--- src/core_tick_timer_pkg.sv ---
/*
 core tick timer package: register byte addresses, control bit positions,
 reset values, bus encodings, bus response states and byte lane helpers.
 assumes a 32-bit little endian AHB-Lite register bus.
*/
`default_nettype none
package core_tick_timer_pkg;
  localparam logic [31:0] CTRL_ADDR = 32'hE000E010;
  localparam logic [31:0] RELOAD_ADDR = 32'hE000E014;
  localparam logic [31:0] CURRENT_ADDR = 32'hE000E018;
  localparam logic [31:0] IRQ_STATUS_ADDR = 32'hE000E01C;
  localparam logic [31:0] IRQ_MASK_ADDR = 32'hE000E020;

  localparam int CTRL_ENABLE_BIT = 0;
  localparam int CTRL_IRQ_EN_BIT = 1;
  localparam int CTRL_CLKSEL_BIT = 2;
  localparam int CTRL_FLAG_BIT = 16;
  localparam int IRQ_ZERO_BIT = 0;

  localparam int COUNT_BITS = 24;
  localparam logic [31:0] WORD_ZERO = 32'h00000000;
  localparam logic CTRL_BIT_RESET = 1'b0;

  localparam logic [1:0] HTRANS_NONSEQ = 2'h2;
  localparam int HTRANS_ACTIVE_BIT = 1;
  localparam int HPROT_PRIV_BIT = 1;
  localparam logic [2:0] HSIZE_BYTE = 3'h0;
  localparam logic [2:0] HSIZE_HALF = 3'h1;
  localparam logic [3:0] STRB_BYTE0 = 4'h1;
  localparam logic [3:0] STRB_LOW_HALF = 4'h3;
  localparam logic [3:0] STRB_HIGH_HALF = 4'hC;
  localparam logic [3:0] STRB_WORD = 4'hF;

  typedef enum logic [1:0] {
    RSP_OKAY = 2'h0,
    RSP_ERR_WAIT = 2'h1,
    RSP_ERR_DONE = 2'h3
  } resp_state_t;

  function automatic logic [3:0] lane_strobes(input logic [2:0] size,
                                              input logic [1:0] addr);
    case (size)
      HSIZE_BYTE: lane_strobes = STRB_BYTE0 << addr;
      HSIZE_HALF: lane_strobes = addr[1] ? STRB_HIGH_HALF : STRB_LOW_HALF;
      default: lane_strobes = STRB_WORD;
    endcase
  endfunction

  function automatic logic [31:0] merge_lanes(input logic [31:0] old_word,
                                              input logic [31:0] new_word,
                                              input logic [3:0] strb);
    logic [31:0] merged;
    merged = old_word;
    for (int i = 0; i < 4; i++) begin
      if (strb[i]) begin
        merged[8*i +: 8] = new_word[8*i +: 8];
      end
    end
    return merged;
  endfunction
endpackage
`default_nettype wire

--- src/core_tick_timer.sv ---
/*
 core tick timer: down-counting tick timer with control/status, reload and
 current-value registers, plus an interrupt status/mask pair, behind an
 AHB-Lite slave. assumes a single core clock, the core's debug halt level
 and the debugger's access marker on the same clock as the bus.
*/
// Design decision made here: the AHB-Lite interface to the registers.
// Operation
// - 24-bit down counter, decrements when enabled, wraps at zero, write clears.
// - counts to zero, reloads on next edge, keeps decrementing after.
// - reload of zero stops the counter at its next wrap.
// - control bit 16 reads 1 after a zero; a read clears it.
// - debugger reads clear the flag only when its master kind is 0.
// - any current-value write clears count and flag, no tick pend.
// - current-value read returns the count at the moment of access.
// - count holds while the core is halted for debug.
// - clock select bit 2 stored; counting always uses the core clock.
// - a reference clock must be at most core rate over 2.5.
// - tick enable bit 1 decides whether a zero pends the tick.
// - enable bit 0 loads reload and starts repeat countdown; clear stops.
// - reserved control bits read indeterminate; software never alters them.
// - only privileged accesses reach registers; user accesses get a fault.
// - byte, halfword and word accesses, always little endian.
// - reload register holds the 24-bit start value in bits 23:0.
// - reload N gives one zero event every N+1 counting clocks.
`timescale 1ns/1ps
`default_nettype none
module core_tick_timer #(
  parameter int COUNT_W = core_tick_timer_pkg::COUNT_BITS
) (
  input wire logic hclk,
  input wire logic hresetn,
  input wire logic hsel,
  input wire logic [31:0] haddr,
  input wire logic [1:0] htrans,
  input wire logic hwrite,
  input wire logic [2:0] hsize,
  input wire logic [3:0] hprot,
  input wire logic [31:0] hwdata,
  input wire logic hready,
  input wire logic dbg_access,
  input wire logic debug_master_kind,
  input wire logic core_halted,
  output logic hreadyout,
  output logic hresp,
  output logic [31:0] hrdata,
  output logic tick_pend,
  output logic irq
);
  localparam logic [COUNT_W-1:0] COUNT_ZERO = '0;
  localparam logic [COUNT_W-1:0] COUNT_ONE = COUNT_W'(1);

  core_tick_timer_pkg::resp_state_t rsp_state;
  logic acc_valid;
  logic take;
  logic [31:0] acc_word;
  logic wr_pend;
  logic [31:0] wr_addr;
  logic [3:0] wr_strb;
  logic [31:0] read_word;
  logic [31:0] ctrl_word;
  logic [31:0] wr_ctrl_word;
  logic [31:0] wr_reload_word;
  logic wr_ctrl;
  logic wr_cur;
  logic rd_ctrl_clear;
  logic enable;
  logic tick_irq_enable;
  logic clock_select_bit;
  logic enable_rise;
  logic counting;
  logic zero_event;
  logic zero_reached_flag;
  logic [COUNT_W-1:0] count;
  logic [COUNT_W-1:0] reload;
  logic irq_status;
  logic irq_mask;
  logic next_irq_status;

  assign acc_valid = hsel && hready &&
                     htrans[core_tick_timer_pkg::HTRANS_ACTIVE_BIT];
  assign take = acc_valid && hprot[core_tick_timer_pkg::HPROT_PRIV_BIT];
  assign acc_word = {haddr[31:2], 2'b00};

  // bus response: unprivileged accesses take the two-cycle error
  always_ff @(posedge hclk or negedge hresetn) begin
    if (!hresetn) begin
      rsp_state <= core_tick_timer_pkg::RSP_OKAY;
      hreadyout <= 1'b1;
      hresp <= 1'b0;
    end else begin
      case (rsp_state)
        core_tick_timer_pkg::RSP_ERR_WAIT: begin
          rsp_state <= core_tick_timer_pkg::RSP_ERR_DONE;
          hreadyout <= 1'b1;
          hresp <= 1'b1;
        end
        default: begin
          if (acc_valid && !take) begin
            rsp_state <= core_tick_timer_pkg::RSP_ERR_WAIT;
            hreadyout <= 1'b0;
            hresp <= 1'b1;
          end else begin
            rsp_state <= core_tick_timer_pkg::RSP_OKAY;
            hreadyout <= 1'b1;
            hresp <= 1'b0;
          end
        end
      endcase
    end
  end

  // write address phase held for the data phase, when hwdata arrives
  always_ff @(posedge hclk or negedge hresetn) begin
    if (!hresetn) begin
      wr_pend <= 1'b0;
      wr_addr <= core_tick_timer_pkg::WORD_ZERO;
      wr_strb <= core_tick_timer_pkg::STRB_WORD;
    end else begin
      wr_pend <= take && hwrite;
      wr_addr <= acc_word;
      wr_strb <= core_tick_timer_pkg::lane_strobes(hsize, haddr[1:0]);
    end
  end

  // reserved control bits read zero, a legal choice of indeterminate
  always_comb begin
    ctrl_word = core_tick_timer_pkg::WORD_ZERO;
    ctrl_word[core_tick_timer_pkg::CTRL_ENABLE_BIT] = enable;
    ctrl_word[core_tick_timer_pkg::CTRL_IRQ_EN_BIT] = tick_irq_enable;
    ctrl_word[core_tick_timer_pkg::CTRL_CLKSEL_BIT] = clock_select_bit;
    ctrl_word[core_tick_timer_pkg::CTRL_FLAG_BIT] = zero_reached_flag;
  end

  always_comb begin
    read_word = core_tick_timer_pkg::WORD_ZERO;
    case (acc_word)
      core_tick_timer_pkg::CTRL_ADDR: read_word = ctrl_word;
      core_tick_timer_pkg::RELOAD_ADDR: read_word[COUNT_W-1:0] = reload;
      core_tick_timer_pkg::CURRENT_ADDR: read_word[COUNT_W-1:0] = count;
      core_tick_timer_pkg::IRQ_STATUS_ADDR:
        read_word[core_tick_timer_pkg::IRQ_ZERO_BIT] = irq_status;
      core_tick_timer_pkg::IRQ_MASK_ADDR:
        read_word[core_tick_timer_pkg::IRQ_ZERO_BIT] = irq_mask;
      default: read_word = core_tick_timer_pkg::WORD_ZERO;
    endcase
  end

  // sampled at the address phase edge: the count as it stands then
  always_ff @(posedge hclk or negedge hresetn) begin
    if (!hresetn) begin
      hrdata <= core_tick_timer_pkg::WORD_ZERO;
    end else if (take && !hwrite) begin
      hrdata <= read_word;
    end else begin
      hrdata <= core_tick_timer_pkg::WORD_ZERO;
    end
  end

  assign wr_ctrl = wr_pend && (wr_addr == core_tick_timer_pkg::CTRL_ADDR);
  assign wr_cur = wr_pend && (wr_addr == core_tick_timer_pkg::CURRENT_ADDR);
  assign wr_ctrl_word = core_tick_timer_pkg::merge_lanes(ctrl_word, hwdata,
                                                         wr_strb);
  assign wr_reload_word = core_tick_timer_pkg::merge_lanes(
    {{(32-COUNT_W){1'b0}}, reload}, hwdata, wr_strb);
  assign rd_ctrl_clear = take && !hwrite &&
                         (acc_word == core_tick_timer_pkg::CTRL_ADDR) &&
                         !(dbg_access && debug_master_kind);
  assign enable_rise = wr_ctrl && !enable &&
                       wr_ctrl_word[core_tick_timer_pkg::CTRL_ENABLE_BIT];
  // counting uses only the core clock and no reference clock exists, so the rate limit never applies
  assign counting = enable && !core_halted;
  assign zero_event = counting && !wr_cur && !enable_rise &&
                      (count == COUNT_ONE);

  always_ff @(posedge hclk or negedge hresetn) begin
    if (!hresetn) begin
      enable <= core_tick_timer_pkg::CTRL_BIT_RESET;
      tick_irq_enable <= core_tick_timer_pkg::CTRL_BIT_RESET;
      clock_select_bit <= core_tick_timer_pkg::CTRL_BIT_RESET;
    end else if (wr_ctrl) begin
      enable <= wr_ctrl_word[core_tick_timer_pkg::CTRL_ENABLE_BIT];
      tick_irq_enable <= wr_ctrl_word[core_tick_timer_pkg::CTRL_IRQ_EN_BIT];
      // stored only; no external reference exists to switch to
      clock_select_bit <= wr_ctrl_word[core_tick_timer_pkg::CTRL_CLKSEL_BIT];
    end
  end

  always_ff @(posedge hclk or negedge hresetn) begin
    if (!hresetn) begin
      reload <= COUNT_ZERO;
    end else if (wr_pend && (wr_addr == core_tick_timer_pkg::RELOAD_ADDR)) begin
      reload <= wr_reload_word[COUNT_W-1:0];
    end
  end

  always_ff @(posedge hclk or negedge hresetn) begin
    if (!hresetn) begin
      count <= COUNT_ZERO;
    end else if (wr_cur) begin
      count <= COUNT_ZERO;
    end else if (enable_rise) begin
      count <= reload;
    end else if (counting) begin
      if (count == COUNT_ZERO) begin
        // a zero reload reloads zero, so the count parks there
        count <= reload;
      end else begin
        count <= count - COUNT_ONE;
      end
    end
  end

  // a zero in the same cycle as the clearing read wins
  always_ff @(posedge hclk or negedge hresetn) begin
    if (!hresetn) begin
      zero_reached_flag <= core_tick_timer_pkg::CTRL_BIT_RESET;
    end else if (zero_event) begin
      zero_reached_flag <= 1'b1;
    end else if (rd_ctrl_clear || wr_cur) begin
      zero_reached_flag <= 1'b0;
    end
  end

  always_ff @(posedge hclk or negedge hresetn) begin
    if (!hresetn) begin
      tick_pend <= 1'b0;
    end else begin
      tick_pend <= zero_event && tick_irq_enable;
    end
  end

  always_comb begin
    next_irq_status = irq_status;
    if (wr_pend && (wr_addr == core_tick_timer_pkg::IRQ_STATUS_ADDR) &&
        wr_strb[0] && hwdata[core_tick_timer_pkg::IRQ_ZERO_BIT]) begin
      next_irq_status = 1'b0;
    end
    if (zero_event) begin
      next_irq_status = 1'b1;
    end
  end

  always_ff @(posedge hclk or negedge hresetn) begin
    if (!hresetn) begin
      irq_status <= 1'b0;
      irq_mask <= 1'b0;
      irq <= 1'b0;
    end else begin
      irq_status <= next_irq_status;
      if (wr_pend && (wr_addr == core_tick_timer_pkg::IRQ_MASK_ADDR) &&
          wr_strb[0]) begin
        irq_mask <= hwdata[core_tick_timer_pkg::IRQ_ZERO_BIT];
        irq <= next_irq_status && hwdata[core_tick_timer_pkg::IRQ_ZERO_BIT];
      end else begin
        irq <= next_irq_status && irq_mask;
      end
    end
  end
endmodule
`default_nettype wire

--- config.mk ---
export PLATFORM = sky130hd
export DESIGN_NAME = core_tick_timer
export DESIGN_NICKNAME = d
export VERILOG_FILES = /design/src/core_tick_timer_pkg.sv /design/src/core_tick_timer.sv
export SDC_FILE = /design/constraint.sdc
export NUM_CORES = 1
export LEC_CHECK = 0
export ABC_AREA = 1
export BUFFER_PORTS_ARGS = -buffer_cell sky130_fd_sc_hd__buf_4
export CAP_MARGIN = 20
export CORE_ASPECT_RATIO = 1.5
export CORE_MARGIN = 10
export CORE_UTILIZATION = 60
export CTS_CLUSTER_DIAMETER = 120
export DETAILED_ROUTE_END_ITERATION = 10
export PLACE_DENSITY_LB_ADDON = 0.25
export REMOVE_ABC_BUFFERS = 1
export SYNTH_ARGS = -nofsm -noshare
export SYNTH_HDL_FRONTEND = slang
export SYNTH_SLANG_ARGS = --single-unit
--- constraint.sdc ---
create_clock -name hclk -period 4 [get_ports hclk]
set_input_delay 0.2 -clock hclk [delete_from_list [all_inputs] [get_ports hclk]]
set_output_delay 0.2 -clock hclk [all_outputs]
set_load 0.01 [all_outputs]
# After elaboration in Yosys (flattened, before gate mapping)
# Cells that the tools add are included.
# classes
n_eq_ne	13
shift	1
reduce_logical	42
add_sub_neg	1
mux	21
# op_table
operator	count
30-bit equality test (second input constant)	10
24-bit two-way mux	5
23-bit one-hot mux with 3 select lines	1
1-bit logical AND	26
24-bit by 1-bit equality test with 1-bit output (second input constant)	1
24-bit zero test	1
24-bit by 1-bit subtractor with 24-bit output (second input constant)	1
1-bit two-way mux	11
2-bit AND reduction	4
1-bit zero test	7
3-bit one-hot mux with 2 select lines	1
1-bit one-hot mux with 5 select lines	1
3-bit by 1-bit equality test with 1-bit output (second input constant)	1
3-bit zero test	1
3-bit two-way mux	1
3-bit nonzero test	1
1-bit by 2-bit << shifter with 3-bit output (first input constant)	1
2-bit by 1-bit equality test with 1-bit output (second input constant)	1
2-bit two-way mux	1
2-bit nonzero test	1
1-bit logical OR	1
# totals
input_bits	81
ff_bits	126
word_cells	97

# Depth between registers and ports, before layout
# logic_depth
word_depth	10
mapped_depth	13

# Least setup slack after synthesis
# Ideal clock, no wire load.
# synth_path
path_type	register to register
startpoint	register count[0]
endpoint	register count[22]
required_time_ns	3.883
path_stages_with_launch	14
arrival_time_ns	1.527
n_path_buf	0
period_less_slack_ns	1.643
setup_slack_ns	2.357
cell_sequence	dfrtp_1 > inv_1 > ha_1 > nand2_1 > nor2_1 > nand3_1 > nand2_1 > nand2_1 > nand2_1 > nand2_1 > nand2_1 > nand2_1 > nand2_1 > nand2_1
# synth_between
elab_chain_len	5
word_cells_on_any_way	6
cone_classes	add/sub: 1; mux: 4; reduce/logical: 1
# synth_lines
item	line	source
from (decl)	core_tick_timer.sv:74	logic [COUNT_W-1:0] count;
from (signal assigned)	core_tick_timer.sv:203	count <= reload;
from (signal assigned)	core_tick_timer.sv:207	count <= reload;
from (signal assigned)	core_tick_timer.sv:209	count <= count - COUNT_ONE;
24-bit by 1-bit subtractor with 24-bit output or 24-bit zero test (tied branches)	core_tick_timer.sv:209, core_tick_timer.sv:205	
24-bit two-way mux *	core_tick_timer.sv:205	if (count == COUNT_ZERO) begin
24-bit two-way mux *	core_tick_timer.sv:204	end else if (counting) begin
24-bit two-way mux *	core_tick_timer.sv:202	end else if (enable_rise) begin
24-bit two-way mux *	core_tick_timer.sv:200	end else if (wr_cur) begin
# Every way passes the cells marked *; elsewhere a longest branch is shown, timed or not. The select of a mux whose other input is x is not followed.
# A chain may end at the register's enable or synchronous reset.

# Worst setup path in the final report
# layout_path
startpoint	register enable
endpoint	register count[9]
# layout_between
elab_chain_len	5
word_cells_on_any_way	8
cone_classes	mux: 3; reduce/logical: 5
# layout_lines
item	line	source
from (decl)	core_tick_timer.sv:67	logic enable;
from (signal assigned)	core_tick_timer.sv:178	enable <= core_tick_timer_pkg::CTRL_BIT_RESET;
from (signal assigned)	core_tick_timer.sv:182	enable <= wr_ctrl_word[core_tick_timer_pkg::CTRL_ENABLE_BIT];
1-bit zero test	core_tick_timer.sv:169	assign enable_rise = wr_ctrl && !enable &&
1-bit logical AND (2 in a row)	core_tick_timer.sv:169	
24-bit two-way mux	core_tick_timer.sv:202	
24-bit two-way mux	core_tick_timer.sv:200	
# Parallel ways exist; a longest one is shown, timed or not.

==> flow_metrics.py <==
metrics = {
    "critical_path": {
        "r2r_start": "enable",
        "cp-endpoint": "count[9]",
        "worstSetupEndpointType": "flop",
        "crit_start": "enable",
        "crit_type": "flop to flop",
        "cp_max_fo": 26,
        "critical_path_arrival_ps": 3250,
        "critPathLaunchType": "flop",
        "regToRegEndpoint": "count[9]",
        "r2r_slack_ps": 1090,
        "r2r.worst_path.cells": 7,
        "cp.required_ps": 4340,
    },
    "sta": {
        "tns_ps": 0,
        "fin_skew_ps": 10.7,
        "fin_crit_ps": 2910,
        "worst_slack_ps": 1090,
        "slew_headroom_pct": 31.5,
        "slew_violations": 0,
        "timing.hold.ws_ps": -1.65,
        "worst_pin_slew_ps": 1020,
        "rsz0062_at_grt": "false",
        "hold_viol_final": 2,
        "fmax_ghz": 0.343,
        "finalSetupViolCount": 0,
        "min_period_over_period_pct": 72.8,
    },
    "min_path": {
        "min-delay-start": "hwdata[18]",
        "hold_class": "input port to flop",
    },
    "placed_design": {
        "portBuffers": 96,
        "dp_cells": 998,
        "hpwl_um": 12700,
        "pre_cts_ws_ps": 1320,
        "gp_congestion": 0.972,
    },
    "die": {
        "core-area_mm2": 0.0101,
        "die_width_um": 103,
        "start_util_pct": 61.4,
        "die_y_um": 145,
        "rows": 45,
        "ios": 117,
        "die_area_mm2": 0.0149,
    },
    "yosys": {
        "synth-main-ff-cell": "dfrtp_1",
        "ys_types": 42,
        "synth_edf_count": 0,
        "async_flop_share_pct": 100,
        "ys_ff_latch": 117,
        "syn_area_per_cell_um2": 7.72,
        "ys_seq_area_share_pct": 47.2,
        "synth-warning-count": 0,
        "synth_area_mm2": 0.00622,
        "syn_inst": 806,
    },
    "cts": {
        "clkSinkCount": 117,
        "cts_tree": "yes",
        "htreeDepth": 4,
        "worstSkewPairLatency_ps": 420,
        "path_clk_slew_ps": 60,
        "cts_root_buf": "clkbuf_16",
        "post_cts_buffers": 0,
        "numCtsBuffers": 17,
        "cts.path.max_buffers": 2,
        "cts_resized": 0,
    },
    "power": {
        "total_power_mw": 4.23,
        "leakagePower_nw": 3.94,
        "irDropWorstVdd_uv": 432,
        "power_frac_clock_pct": 38.0,
        "intPower_mw": 2.76,
        "seqPwrFrac_pct": 35.6,
        "swShare_pct": 34.8,
        "power_switching_mw": 1.47,
        "power_density_mw_per_mm2": 529,
        "combPwrFrac_pct": 26.4,
    },
    "drt": {
        "vias": 6447,
        "vias_per_cell": 6.03,
        "wirelength_um": 20800,
        "dr.pass1.iters": 6,
        "ant_nets": 0,
        "drt_iter0_drc": 586,
        "wl_per_cell_um": 19.5,
        "drc": 0,
    },
    "global_routing": {
        "grt_max_degree": 48,
        "grt_pass1_wl_um": 33300,
        "grt-ovfl-total": 0,
        "antenna_found_initial": 0,
        "first_global_vias": 6631,
        "grt_use_total_pct": 28.9,
    },
    "cells_and_area": {
        "drive_gt1_share_pct": 19.4,
        "final-instance-count-excl-fill": 1069,
        "final_cell_mix": "nand2_1 (211), dfrtp_1 (113), buf_4 (102)",
        "final_common_cell": "nand2_1",
        "syn_to_final_growth_pct": 28.6,
        "diodes": 0,
        "finish.net_count": 1023,
    },
    "run": {
        "cap_violations": 0,
    },
    "status": {
        "violations": "negative hold slack",
        "outcome": "finished with violations",
    },
}
[critical path: stages, from the launching register on]
cell	delay, ps
dfrtp_1	330
inv_2	200
o21ai_1	860
buf_4	360
nand4_2	550
nand2_1	290
nand2_1	90
o21ai_1	120
[cells by family (layout without fill, tap and decap cells)]
logic type | count (synthesis) | after routing | synth area share [%]
buffers and inverters | 117 | 256 | 8.41
DFF | 117 | 117 | 47.2
AOI/OAI and AO/OA | 96 | 96 | 8.49
and+or+nand+nor | 463 | 463 | 34.0
other | 1 | 8 | 0.0603
xor gates and xnor gates | 9 | 9 | 1.27
adders and majority gates | 3 | 3 | 0.604
[power groups by stage]
stage	registers (mW)	clock network, mW	logic, mW
6_report	1.51	1.61	1.12
5_1_grt	1.52	1.67	1.26
4_1_cts	1.50	1.59	1.10
3_5_place_dp	1.51	0	1.05
3_3_place_gp	1.51	0	1.02
2_1_floorplan	1.46	0	0.778
[metal layers]
| metal | vias up | track usage, % | wire [um] |
|---|---|---|---|
| met5 | - | 0 | 0 |
| met1 | 3050 | 30.8 | 6890 |
| met4 | 0 | 15.5 | 1000 |
| met3 | 109 | 6.60 | 1750 |
| li1 | 2881 | - | - |
| met2 | 407 | 51.0 | 11200 |
[per-stage QoR]
stage          cell area, um^2  utilization (%)  hold WS, ps
6_report                  7990             78.9        -1.65
5_1_grt                   7990             78.9         6.89
4_1_cts                   7990             78.9        0.305
3_5_place_dp              6980             68.9          241
3_3_place_gp              6980             68.9          224
2_1_floorplan             6030                -        -95.6
[synth_stat cells, types with 3 or more instances]
cell      count  share of area, %
dfstp_2       4               1.7
nor2_4        4              0.72
o21ai_2       6              0.85
nor2_1       79               4.8
nor3_1        9              0.72
buf_2        13               1.0
nand3b_1      5              0.60
inv_1        79               4.8
buf_4        10               1.2
nand4_1      26               2.6
o21ai_1      27               2.2
clkbuf_1      8              0.48
nor2_2       20               2.0
dfrtp_1     113                45
a21oi_1      23               1.9
nand3_1      91               7.3
ha_1          3              0.60
inv_2         3              0.18
buf_6         4              0.72
nand2_1     211                13
nor4_1        3              0.30
xor2_1        8               1.1
o21ai_0      32               2.6
[layout make-up]
| class | count | area [um^2] |
|---|---|---|
| sequential | 117 | 2930 |
| clock buffer | 20 | 467 |
| timing repair buffer | 142 | 1180 |
| inverter | 82 | 308 |
| clock inverter | 12 | 153 |
| tap | 117 | 146 |
| multi-input combinational | 579 | 2810 |
| fill | 691 | 2140 |
[state kept, by name (all words and copies together), names as in the netlist, 3 cells and up]
register / count
wr_addr: 30
hrdata: 24
reload: 24
wr_strb: 3
count: 24
[how the worst min path moves through the flow]
stage / cells after the start / slack, ps / endpoint
finish: 3 / -2 / reload[18]
global placement: 1 / 220 / reload[10]
CTS: 3 / 0.3 / reload[12]
detailed placement: 1 / 240 / reload[10]
global route: 3 / 7 / reload[22]
floorplan: 0 / -100 / clock_select_bit
[what timing repair did]
action,4_1_cts,5_1_grt
hold buffers,39,0
hold endpoints to repair,79,0
endpoints found under the setup margin,0,0
Note: power is estimated with default switching activity, not from simulation.
